**config.mk**
```make
export PLATFORM = sky130hd
export DESIGN_NAME = dam_top
export DESIGN_NICKNAME = d
export VERILOG_FILES = /design/src/core/dam_ecc_check.v /design/src/core/dam_retry_guard.v /design/src/core/dam_top.v
export VERILOG_INCLUDE_DIRS = /design/src /design/src/core
export SDC_FILE = /design/constraint.sdc
export NUM_CORES = 1
export LEC_CHECK = 0
export CELL_PAD_IN_SITES_DETAIL_PLACEMENT = 1
export CELL_PAD_IN_SITES_GLOBAL_PLACEMENT = 1
export CORE_MARGIN = 8
export CORE_UTILIZATION = 49
export CTS_CLUSTER_DIAMETER = 80
export CTS_CLUSTER_SIZE = 16
export DETAILED_ROUTE_END_ITERATION = 10
export DONT_BUFFER_PORTS = 1
export GPL_ROUTABILITY_DRIVEN = 1
export PLACE_DENSITY = 0.81
export SETUP_SLACK_MARGIN = 0.02
export SLEW_MARGIN = 40
export SYNTH_ARGS = -nofsm -noshare
export SYNTH_HDL_FRONTEND = slang
export SYNTH_SLANG_ARGS = --single-unit
```
**constraint.sdc**
```tcl
create_clock -name sys_clk -period 4.1 [get_ports sys_clk]
set_clock_uncertainty 0.15 [all_clocks]
set_input_delay 0.82 -clock sys_clk [delete_from_list [all_inputs] [get_ports sys_clk]]
set_output_delay 0.82 -clock sys_clk [all_outputs]
set_load 0.02 [all_outputs]
```
**src/core/dam_defines.vh**
```
// Purpose: Constants for the diagnostic alarm manager.
// Assumes: 100 MHz sys_clk, asynchronous active-low reset.
// Notes:   Flag indices select bits of the flag, enable and status vectors.
// Function
// - Every check has its own interrupt enable.
// - Interrupt events can also drive analog outputs into diagnostic state.
// - Sticky flags persist until power-on reset or a granted clear path.
// - Self-clearing flags drop when their cause disappears.
// - Continuous checks run always; start-up checks only once at power-up.
// - Supply over/under-voltage and analog under-voltage are self-clearing flags.
// - Serial protocol, data access and internal bus failures self-clear.
// - Shadow register double error sticky, single error corrected, self-clearing.
// - Start-up memory check: double error sticky, single corrected, self-clearing.
// - Registers and memories use single-correct, double-detect code with alarms.
// - Measured oscillator value outside programmed limits raises self-clearing flag.
// - Stopped transmitter oscillator self-clears; internal oscillator failure is sticky.
// - Watchdog sets a sticky flag at first expiry, restarts on expiry, zero value stops it.
// - Output mean offset fault self-clears and turns the outputs off once it holds for a whole check window.
// - Offset fault persisting eight checks latches permanent shutdown and sticky flag.
// - Permanent offset shutdown ends on reset or controller clearing sticky flag.
// - Overcurrent sets self-clearing flag; after assert debounce all outputs tri-state.
// - After retry debounce outputs re-enable to recheck overcurrent.
// - Overload persisting eight checks latches shutdown; cleared by reset or controller.
// - Coil faults and junction temperature faults are self-clearing flags.
// - Gain loop reaching a programmed limit raises a self-clearing flag.
// - Die damage, internal supply, digital error, self-test failure are sticky.
// - Output diagnostics select: disabled, true pins, complement pins, all four.
// - Each error has its own enable for output diagnostic indication.
// - Enabled error with diagnostics on switches selected drivers off.
`ifndef DAM_DEFINES_VH
`define DAM_DEFINES_VH

`define DAM_NFLAG            28
`define DAM_F_OVERVOLT       0
`define DAM_F_UNDERVOLT      1
`define DAM_F_ANA_UNDERVOLT  2
`define DAM_F_DATA_ACCESS    3
`define DAM_F_PROTOCOL       4
`define DAM_F_SHADOW_DED     5
`define DAM_F_SHADOW_SED     6
`define DAM_F_NVM_DED        7
`define DAM_F_NVM_SED        8
`define DAM_F_OSC_FREQ       9
`define DAM_F_OSC_STOP       10
`define DAM_F_INT_OSC        11
`define DAM_F_INT_BUS        12
`define DAM_F_WATCHDOG       13
`define DAM_F_MECH_DAMAGE    14
`define DAM_F_BUF_TEMP       15
`define DAM_F_BUF_STICKY     16
`define DAM_F_OVL_TEMP       17
`define DAM_F_OVL_STICKY     18
`define DAM_F_RX_COIL        19
`define DAM_F_TX_COIL        20
`define DAM_F_JUNC_TEMP      21
`define DAM_F_INT_SUPPLY     22
`define DAM_F_GAIN_LOOP      23
`define DAM_F_DIGITAL        24
`define DAM_F_SELF_TEST      25
`define DAM_F_SHADOW_CODE    26
`define DAM_F_NVM_CODE       27

`define DAM_DIAG_OFF         2'h0
`define DAM_DIAG_TRUE        2'h1
`define DAM_DIAG_COMP        2'h2
`define DAM_DIAG_ALL         2'h3

`define DAM_RETRY_LIMIT      4'h8
`define DAM_OC_ASSERT_NS     10000
`define DAM_OC_RETRY_NS      1000000
`define DAM_CLK_PERIOD_NS    10
`define DAM_BUF_CHECK_NS     100000

`endif

```
**src/core/dam_ecc_check.v**
```verilog
// Purpose: Hamming SEC-DED check and single-bit correction of a 32-bit word.
// Assumes: Code word is 32 data bits plus 7 check bits.
// Notes:   Purely combinational.
`timescale 1ns/1ns
module dam_ecc_check (
  data_in,
  check_in,
  data_out,
  single_err,
  double_err
);
  input  wire [31:0] data_in;
  input  wire [6:0]  check_in;
  output reg  [31:0] data_out;
  output reg         single_err;
  output reg         double_err;

  reg [38:0] cw;
  reg [5:0]  syn;
  reg        par;
  integer    i;
  integer    d;

  always @* begin
    cw  = 39'h00_0000_0000;
    syn = 6'h00;
    d   = 0;
    // Data occupies non-power-of-two positions 3..38 of a 1-based word.
    for (i = 1; i < 39; i = i + 1) begin
      if ((i & (i - 1)) != 0) begin
        cw[i] = data_in[d];
        d     = d + 1;
      end
    end
    for (i = 0; i < 6; i = i + 1) begin
      cw[(1 << i)] = check_in[i];
    end
    for (i = 1; i < 39; i = i + 1) begin
      if (cw[i]) begin
        syn = syn ^ i[5:0];
      end
    end
    par = (^cw[38:1]) ^ check_in[6];
    single_err = par;
    double_err = (syn != 6'h00) && !par;
    if (par && (syn != 6'h00) && (syn < 6'd39)) begin
      cw[syn] = ~cw[syn];
    end
    data_out = 32'h0000_0000;
    d = 0;
    for (i = 1; i < 39; i = i + 1) begin
      if ((i & (i - 1)) != 0) begin
        data_out[d] = cw[i];
        d           = d + 1;
      end
    end
  end
endmodule // dam_ecc_check

```
**src/core/dam_retry_guard.v**
```verilog
// Purpose: Retry counter and permanent shutdown for one output protection.
// Assumes: fault_now is already synchronised to sys_clk.
// Notes:   A check is counted when fault is seen at the end of an on-window.
`timescale 1ns/1ns
`include "dam_defines.vh"
module dam_retry_guard #(
  parameter ON_CYCLES  = 1000,
  parameter OFF_CYCLES = 100000,
  parameter CNT_W      = 20
) (
  sys_clk,
  rst_n,
  fault_now,
  clear_sticky,
  outputs_off,
  temp_flag,
  sticky_flag
);
  input  wire sys_clk;
  input  wire rst_n;
  input  wire fault_now;
  input  wire clear_sticky;
  output wire outputs_off;
  output wire temp_flag;
  output reg  sticky_flag;

  localparam ST_RUN  = 2'h0;
  localparam ST_WAIT = 2'h1;
  localparam ST_OFF  = 2'h2;
  localparam ST_LOCK = 2'h3;

  reg [1:0]       state;
  reg [CNT_W-1:0] timer;
  reg [3:0]       retries;

  assign temp_flag   = fault_now;
  assign outputs_off = (state == ST_OFF) || (state == ST_LOCK);

  always @(posedge sys_clk or negedge rst_n) begin
    if (!rst_n) begin
      state       <= ST_RUN;
      timer       <= {CNT_W{1'b0}};
      retries     <= 4'h0;
      sticky_flag <= 1'b0;
    end else begin
      case (state)
        ST_RUN: begin
          timer <= {CNT_W{1'b0}};
          if (fault_now) begin
            state <= ST_WAIT;
          end else begin
            retries <= 4'h0;
          end
        end
        ST_WAIT: begin
          // The fault must hold for the whole debounce to count as a check.
          if (!fault_now) begin
            state <= ST_RUN;
          end else if (timer == ON_CYCLES[CNT_W-1:0] - 1'b1) begin
            timer <= {CNT_W{1'b0}};
            if (retries == `DAM_RETRY_LIMIT - 4'h1) begin
              state       <= ST_LOCK;
              sticky_flag <= 1'b1;
            end else begin
              retries <= retries + 4'h1;
              state   <= ST_OFF;
            end
          end else begin
            timer <= timer + 1'b1;
          end
        end
        ST_OFF: begin
          if (timer == OFF_CYCLES[CNT_W-1:0] - 1'b1) begin
            timer <= {CNT_W{1'b0}};
            state <= ST_RUN;
          end else begin
            timer <= timer + 1'b1;
          end
        end
        ST_LOCK: begin
          if (clear_sticky) begin
            sticky_flag <= 1'b0;
            retries     <= 4'h0;
            state       <= ST_RUN;
          end
        end
        default: state <= ST_RUN;
      endcase
    end
  end
endmodule // dam_retry_guard

```
**src/core/dam_top.v**
```verilog
// Purpose: Collects diagnostic faults, drives interrupt pin and output shutdown.
// Assumes: Fault inputs come from analog or other domains and are synchronised.
// Notes:   Serial register access lives elsewhere; controls here are ports.
`timescale 1ns/1ns
`include "dam_defines.vh"
module dam_top #(
  parameter NF           = `DAM_NFLAG,
  parameter FREQ_W       = 16,
  parameter GAIN_W       = 8,
  parameter WD_W         = 24,
  parameter OC_ASSERT_CYC =
    (`DAM_OC_ASSERT_NS + `DAM_CLK_PERIOD_NS - 1) / `DAM_CLK_PERIOD_NS,
  parameter OC_RETRY_CYC  = `DAM_OC_RETRY_NS / `DAM_CLK_PERIOD_NS,
  parameter BUF_CHECK_CYC =
    (`DAM_BUF_CHECK_NS + `DAM_CLK_PERIOD_NS - 1) / `DAM_CLK_PERIOD_NS,
  parameter STARTUP_CYC  = 16
) (
  sys_clk,
  rst_n,
  overvolt_in,
  undervolt_in,
  ana_undervolt_in,
  data_access_in,
  protocol_fail_in,
  int_bus_in,
  int_osc_fail_in,
  osc_stop_in,
  rx_coil_in,
  tx_coil_in,
  junc_temp_in,
  mech_damage_in,
  int_supply_in,
  digital_err_in,
  self_test_fail_in,
  mean_offset_in,
  overcurrent_in,
  shadow_data,
  shadow_check,
  shadow_corrected,
  nvm_data,
  nvm_check,
  nvm_valid,
  nvm_corrected,
  osc_freq_meas,
  osc_freq_lo,
  osc_freq_hi,
  osc_freq_value,
  gain_now,
  gain_lo,
  gain_hi,
  wd_value,
  irq_enable,
  diag_enable,
  diag_mode,
  clear_buf_sticky,
  clear_ovl_sticky,
  flags,
  startup_done,
  irq_pin_out,
  irq_pin_oe_n,
  sine_pos_oe_n,
  sine_neg_oe_n,
  cos_pos_oe_n,
  cos_neg_oe_n
);
  input  wire              sys_clk;
  input  wire              rst_n;
  input  wire              overvolt_in;
  input  wire              undervolt_in;
  input  wire              ana_undervolt_in;
  input  wire              data_access_in;
  input  wire              protocol_fail_in;
  input  wire              int_bus_in;
  input  wire              int_osc_fail_in;
  input  wire              osc_stop_in;
  input  wire              rx_coil_in;
  input  wire              tx_coil_in;
  input  wire              junc_temp_in;
  input  wire              mech_damage_in;
  input  wire              int_supply_in;
  input  wire              digital_err_in;
  input  wire              self_test_fail_in;
  input  wire              mean_offset_in;
  input  wire              overcurrent_in;
  input  wire [31:0]       shadow_data;
  input  wire [6:0]        shadow_check;
  output reg  [31:0]       shadow_corrected;
  input  wire [31:0]       nvm_data;
  input  wire [6:0]        nvm_check;
  input  wire              nvm_valid;
  output reg  [31:0]       nvm_corrected;
  input  wire [FREQ_W-1:0] osc_freq_meas;
  input  wire [FREQ_W-1:0] osc_freq_lo;
  input  wire [FREQ_W-1:0] osc_freq_hi;
  output reg  [FREQ_W-1:0] osc_freq_value;
  input  wire [GAIN_W-1:0] gain_now;
  input  wire [GAIN_W-1:0] gain_lo;
  input  wire [GAIN_W-1:0] gain_hi;
  input  wire [WD_W-1:0]   wd_value;
  input  wire [NF-1:0]     irq_enable;
  input  wire [NF-1:0]     diag_enable;
  input  wire [1:0]        diag_mode;
  input  wire              clear_buf_sticky;
  input  wire              clear_ovl_sticky;
  output reg  [NF-1:0]     flags;
  output reg               startup_done;
  output wire              irq_pin_out;
  output wire              irq_pin_oe_n;
  output wire              sine_pos_oe_n;
  output wire              sine_neg_oe_n;
  output wire              cos_pos_oe_n;
  output wire              cos_neg_oe_n;

  // ---------------------------------------------------------------------
  // Input synchronisers
  // ---------------------------------------------------------------------
  localparam NS = 17;
  wire [NS-1:0] raw_in = {overcurrent_in, mean_offset_in, self_test_fail_in,
    digital_err_in, int_supply_in, mech_damage_in, junc_temp_in, tx_coil_in,
    rx_coil_in, osc_stop_in, int_osc_fail_in, int_bus_in, protocol_fail_in,
    data_access_in, ana_undervolt_in, undervolt_in, overvolt_in};
  reg [NS-1:0] sync_a;
  reg [NS-1:0] sync_b;

  always @(posedge sys_clk or negedge rst_n) begin
    if (!rst_n) begin
      sync_a <= {NS{1'b0}};
      sync_b <= {NS{1'b0}};
    end else begin
      sync_a <= raw_in;
      sync_b <= sync_a;
    end
  end

  // ---------------------------------------------------------------------
  // Code checks on shadow registers and memory
  // ---------------------------------------------------------------------
  wire [31:0] sh_fix;
  wire        sh_sed;
  wire        sh_ded;
  wire [31:0] nv_fix;
  wire        nv_sed;
  wire        nv_ded;

  dam_ecc_check u_shadow_ecc (
    .data_in    (shadow_data),
    .check_in   (shadow_check),
    .data_out   (sh_fix),
    .single_err (sh_sed),
    .double_err (sh_ded)
  );

  dam_ecc_check u_nvm_ecc (
    .data_in    (nvm_data),
    .check_in   (nvm_check),
    .data_out   (nv_fix),
    .single_err (nv_sed),
    .double_err (nv_ded)
  );

  // ---------------------------------------------------------------------
  // Start-up window
  // ---------------------------------------------------------------------
  reg [7:0] su_count;

  always @(posedge sys_clk or negedge rst_n) begin
    if (!rst_n) begin
      su_count     <= 8'h00;
      startup_done <= 1'b0;
    end else if (!startup_done) begin
      su_count <= su_count + 8'h01;
      if (su_count == STARTUP_CYC[7:0] - 8'h01) begin
        startup_done <= 1'b1;
      end
    end
  end

  // The memory words are only read during start-up, so outside it the
  // start-up flags keep whatever the last check found.
  wire nvm_chk = nvm_valid && !startup_done;

  // ---------------------------------------------------------------------
  // Oscillator frequency, gain limits and watchdog
  // ---------------------------------------------------------------------
  wire freq_bad = (osc_freq_value < osc_freq_lo) ||
                  (osc_freq_value > osc_freq_hi);
  wire gain_bad = (gain_now <= gain_lo) || (gain_now >= gain_hi);

  reg [WD_W-1:0] wd_count;
  reg            wd_expire;

  always @(posedge sys_clk or negedge rst_n) begin
    if (!rst_n) begin
      wd_count  <= {WD_W{1'b0}};
      wd_expire <= 1'b0;
    end else begin
      wd_expire <= 1'b0;
      if (wd_value == {WD_W{1'b0}}) begin
        wd_count <= {WD_W{1'b0}};
      end else if (wd_count >= wd_value - 1'b1) begin
        wd_count  <= {WD_W{1'b0}};
        wd_expire <= 1'b1;
      end else begin
        wd_count <= wd_count + 1'b1;
      end
    end
  end

  // ---------------------------------------------------------------------
  // Output protections
  // ---------------------------------------------------------------------
  wire buf_off;
  wire buf_temp;
  wire buf_sticky;
  wire ovl_off;
  wire ovl_temp;
  wire ovl_sticky;

  dam_retry_guard #(
    .ON_CYCLES  (BUF_CHECK_CYC),
    .OFF_CYCLES (BUF_CHECK_CYC),
    .CNT_W      (20)
  ) u_buf_guard (
    .sys_clk      (sys_clk),
    .rst_n        (rst_n),
    .fault_now    (sync_b[15]),
    .clear_sticky (clear_buf_sticky),
    .outputs_off  (buf_off),
    .temp_flag    (buf_temp),
    .sticky_flag  (buf_sticky)
  );

  dam_retry_guard #(
    .ON_CYCLES  (OC_ASSERT_CYC),
    .OFF_CYCLES (OC_RETRY_CYC),
    .CNT_W      (20)
  ) u_ovl_guard (
    .sys_clk      (sys_clk),
    .rst_n        (rst_n),
    .fault_now    (sync_b[16]),
    .clear_sticky (clear_ovl_sticky),
    .outputs_off  (ovl_off),
    .temp_flag    (ovl_temp),
    .sticky_flag  (ovl_sticky)
  );

  // ---------------------------------------------------------------------
  // Flag vector
  // ---------------------------------------------------------------------
  reg [NF-1:0] next_flags;

  always @* begin
    next_flags = flags;
    next_flags[`DAM_F_OVERVOLT]      = sync_b[0];
    next_flags[`DAM_F_UNDERVOLT]     = sync_b[1];
    next_flags[`DAM_F_ANA_UNDERVOLT] = sync_b[2];
    next_flags[`DAM_F_DATA_ACCESS]   = sync_b[3];
    next_flags[`DAM_F_PROTOCOL]      = sync_b[4];
    next_flags[`DAM_F_INT_BUS]       = sync_b[5];
    next_flags[`DAM_F_SHADOW_SED]    = sh_sed;
    next_flags[`DAM_F_SHADOW_CODE]   = sh_sed | sh_ded;
    next_flags[`DAM_F_OSC_FREQ]      = freq_bad;
    next_flags[`DAM_F_OSC_STOP]      = sync_b[7];
    next_flags[`DAM_F_RX_COIL]       = sync_b[8];
    next_flags[`DAM_F_TX_COIL]       = sync_b[9];
    next_flags[`DAM_F_JUNC_TEMP]     = sync_b[10];
    next_flags[`DAM_F_GAIN_LOOP]     = gain_bad;
    next_flags[`DAM_F_BUF_TEMP]      = buf_temp;
    next_flags[`DAM_F_OVL_TEMP]      = ovl_temp;
    next_flags[`DAM_F_BUF_STICKY]    = buf_sticky;
    next_flags[`DAM_F_OVL_STICKY]    = ovl_sticky;
    if (nvm_chk) begin
      next_flags[`DAM_F_NVM_SED]  = nv_sed;
      next_flags[`DAM_F_NVM_CODE] = nv_sed | nv_ded;
    end
    // Sticky flags other than the two lockout flags only ever set here; reset is their sole clear.
    next_flags[`DAM_F_SHADOW_DED]  = flags[`DAM_F_SHADOW_DED] | sh_ded;
    next_flags[`DAM_F_NVM_DED]     = flags[`DAM_F_NVM_DED] |
                                     (nvm_chk & nv_ded);
    next_flags[`DAM_F_INT_OSC]     = flags[`DAM_F_INT_OSC] | sync_b[6];
    next_flags[`DAM_F_WATCHDOG]    = flags[`DAM_F_WATCHDOG] | wd_expire;
    next_flags[`DAM_F_MECH_DAMAGE] = flags[`DAM_F_MECH_DAMAGE] | sync_b[11];
    next_flags[`DAM_F_INT_SUPPLY]  = flags[`DAM_F_INT_SUPPLY] | sync_b[12];
    next_flags[`DAM_F_DIGITAL]     = flags[`DAM_F_DIGITAL] | sync_b[13];
    next_flags[`DAM_F_SELF_TEST]   = flags[`DAM_F_SELF_TEST] |
                                     (sync_b[14] & !startup_done);
  end

  always @(posedge sys_clk or negedge rst_n) begin
    if (!rst_n) begin
      flags            <= {NF{1'b0}};
      shadow_corrected <= 32'h0000_0000;
      nvm_corrected    <= 32'h0000_0000;
      osc_freq_value   <= {FREQ_W{1'b0}};
    end else begin
      flags            <= next_flags;
      shadow_corrected <= sh_fix;
      osc_freq_value   <= osc_freq_meas;
      if (nvm_chk) begin
        nvm_corrected <= nv_fix;
      end
    end
  end

  // ---------------------------------------------------------------------
  // Interrupt pin and output diagnostic state
  // ---------------------------------------------------------------------
  wire irq_any  = |(flags & irq_enable);
  wire diag_any = |(flags & diag_enable);

  // Open-drain: the pin is only ever pulled low, never driven high.
  assign irq_pin_out  = 1'b0;
  assign irq_pin_oe_n = !irq_any;

  wire prot_off = buf_off | ovl_off;
  wire diag_true = diag_any && ((diag_mode == `DAM_DIAG_TRUE) ||
                   (diag_mode == `DAM_DIAG_ALL));
  wire diag_comp = diag_any && ((diag_mode == `DAM_DIAG_COMP) ||
                   (diag_mode == `DAM_DIAG_ALL));

  assign sine_pos_oe_n = prot_off | diag_true;
  assign cos_pos_oe_n  = prot_off | diag_true;
  assign sine_neg_oe_n = prot_off | diag_comp;
  assign cos_neg_oe_n  = prot_off | diag_comp;
endmodule // dam_top

```
==> key figures <==
Floorplan
  – Rows: between 60 and 70
  – # IOs: 369
  – Floorplan Core Area: 0.0288 mm²
  – Die height: ~190 µm
  – Initial Util: 49.9%
  – Overall die area: 0.0351 mm²
  – Die Width: 187 µm

Run
  – Max Cap Violations: 0

Pwr
  – Peak VDD IR: 0.483 mV
  – Pwr dens: about 580 mW/mm²
  – Leakage Power: 6.94 nW

Yosys
  – Post-synth cell types: 69
  – Top-area cell type share of the netlist area: between 40% and 50%
  – Top post-synthesis cells by area: dfrtp_1 40%, ha_1 7.7%, xnor2_1 6.9%
  – Yosys reg bits: 230
  – Post-Syn Nets: 1785
  – Avg Cell Area, Syn: 9.96 µm²
  – Synth warn: 0
  – Predominant post-synthesis flop cell: dfrtp_1
  – EDFF count, synth: 0
  – Sequential share of the synthesized area: between 40% and 50%
  – Mapped Area: 0.0144 mm²
  – FFs w/ async S/R, synth: 100%
  – Post-synth top area cell: dfrtp_1
  – Mapped Cells: 1443

STA
  – Final Max Slew Viols: 0
  – Achievable Freq: 0.251 GHz
  – Unrepaired setup endpoints after global routing: true
  – Worst slew margin: 50.4%
  – Final Cycle Share: 97.2%
  – Tmin final: approximately 4 ns
  – Endpoints failing hold: 230
  – # setup viols final: 0
  – Worst-Margin Slew: 0.742 ns
  – Hold WS: -0.132 ns

Cells and area
  – Most common cell after layout, fill and taps aside: dfrtp_1
  – Core Util, Final: 54.6%
  – Commonest cells after routing, fill and taps aside: 230 x dfrtp_1, 149 x nor2_1, 114 x xnor2_1, 88 x ha_1, 78 x nand2_1
  – Area Overhead vs Synth: 9.41%
  – Final non-filler cell total: between 1500 and 2000
  – Nets: 1823
  – Layout cells sized above 1: 10.6%

Placement
  – Placer congestion estimate: 0.923
  – Hpwl dp: 36600 µm
  – Port bufs: 0
  – Dpl cells: 1842

CTS
  – Clk slew on worst S/H paths: 0.08 ns
  – CTS Sinks: 230
  – Root buf cell: clkbuf_16
  – H-tree depth: 1
  – Clk_lat worst skew: 0.49 ns
  – Bufs on Longest Clock Path: 3
  – CTS tree: built
  – CTS buffer count: 18

Min path
  – Worst Hold Class: in2async

Global route
  – Antenna violations before repair: 6
  – GRT Total Usage: 25.5%
  – Largest net degree at the start of global routing: 231
  – Vias in the first global route: 12500
  – First-pass GRT wire length: between 70000 and 80000 µm
  – Grt ovf: 0

Critical path
  – Required time of the critical path: 4.36 ns
  – Critical path class: in2reg
  – Crit Path Max Fanout: 23
  – Setup slack, reg-to-reg: 0.67 ns
  – Crit. End Element: flop
  – Startpoint Class: input pin
  – CP arrival: 4.25 ns

Detailed routing
  – Post-DR wirelength/cell: 24.5 µm
  – Post-route ant nets: 0
  – DR pass1 iterations: 4
  – Vias/cell: 5.94
  – Drt drc: 0
  – Vias: 11100
  – Final WL: 45800 µm
  – Drt first-iter violations: 536

Status
  – Status: finished with violations
  – Failing checks: negative hold slack
[area by class of cell]
cell class / instances / area [µm²]
flip-flops and latches: 230 / 5760
clock buffers: 20 / 479
diodes: 3 / 7.51
clock inverters: 2 / 37.5
well taps: 384 / 480
inverters: 75 / 282
fillers: 3211 / 13100
multi-input cells: 1101 / 8200
repair buffers: 55 / 479
[logic make-up (layout without fill, tap and decap cells)]
logic type / Yosys count / in the layout / synth area share, %
muxes: 57 / 57 / 5.13
buffers and inverters: 112 / 152 / 3.36
xor gates and xnor gates: 210 / 210 / 15.3
other: 1 / 4 / 0.0261
DFF: 230 / 230 / 40.1
adders and majority gates: 89 / 89 / 7.73
AOI/OAI and AO/OA: 279 / 279 / 12.6
and+or+nand+nor: 465 / 465 / 15.8
[critical path: stages]
cell      delay, ns
or4_4          0.55
nor3_4         0.16
buf_4          0.14
nand2_2        0.05
or4_4          0.45
or3_4          0.35
xor2_1         0.15
ha_1           0.30
a21o_1         0.18
a21oi_2        0.15
o211ai_1       0.18
or2_4          0.27
a21o_1         0.18
buf_12         0.16
a21oi_1        0.16
[per-layer routing]
metal	GRT usage [%]	vias to the layer above	part of all wire, %
li1	-	5115	-
met2	46.8	350	51
met4	6.72	10	2.1
met1	27.3	5555	37
met5	0	-	0.13
met3	8.76	71	9.1
[final timing paths]
check	from	endpoint	cells past startpoint
worst min-delay path	rst_n	nvm_corrected[20]	0
worst min register to register	sync_a[3]	sync_b[3]	0
worst max-delay path	wd_value[5]	wd_count[23]	15
max in group asynchronous	rst_n	shadow_corrected[5]	0
min in group sys_clk	sync_a[3]	sync_b[3]	0
worst max register to register	wd_count[0]	wd_count[23]	14
[Yosys cell counts, drive strengths merged (3+ instances only)]
cell type  instances
and3              21
a211oi             8
dfrtp            230
mux2              39
o22a               4
xnor3             19
nor2b             11
xor2              68
clkbuf            20
and2               6
nor2             152
a22o              11
buf               17
o21ai             55
o22ai             19
a22oi             15
o31ai              4
nand2             80
inv               75
and4               3
nor3              25
ha                88
o21a              10
nor4b              3
nand2b            30
nand3             52
a21oi             82
o211ai             6
or4                5
mux2i             17
a21o              30
nand4             27
nor4              10
or2                9
or3               29
xnor2            123
a221oi            11
a31oi              4
a2111oi            3
[stage by stage]
stage	area [µm²]	setup TNS [ns]	setup WS (ns)	hold slack, ns	total power [mW]
global route	15700	-0.00411	-0.00220	-0.156	9.67
floorplan	14400	-4.80	-0.225	0.181	5.99
finish	15700	0	0.114	-0.132	9.10
global placement	15100	-8.69	-0.394	0.183	7.20
CTS	15700	0	0.0261	-0.145	9.15
detailed placement	15100	-11.36	-0.504	0.186	7.41
[repair_timing]
action,4_1_cts,5_1_grt
resized for setup,0,8
pin swaps,1,5
endpoints found under the setup margin,1,24
hold endpoints to repair,230,230
buffers inserted,1,2
[sequential cells by signal, summed over array words and instances (netlist names), 4 cells and up]
name,count
flags,28
nvm_corrected,32
osc_freq_value,16
shadow_corrected,32
su_count,8
sync_a,17
sync_b,17
u_buf_guard.retries,4
u_buf_guard.timer,20
u_ovl_guard.retries,4
u_ovl_guard.timer,20
wd_count,24
[power breakdown]
group | internal [mW] | switching [mW] | total (mW)
logic | 1.84 | 2.52 | 4.36
registers | 2.55 | 0.496 | 3.05
clock network | 0.891 | 0.797 | 1.69
Power figures use the tool's default switching activity.
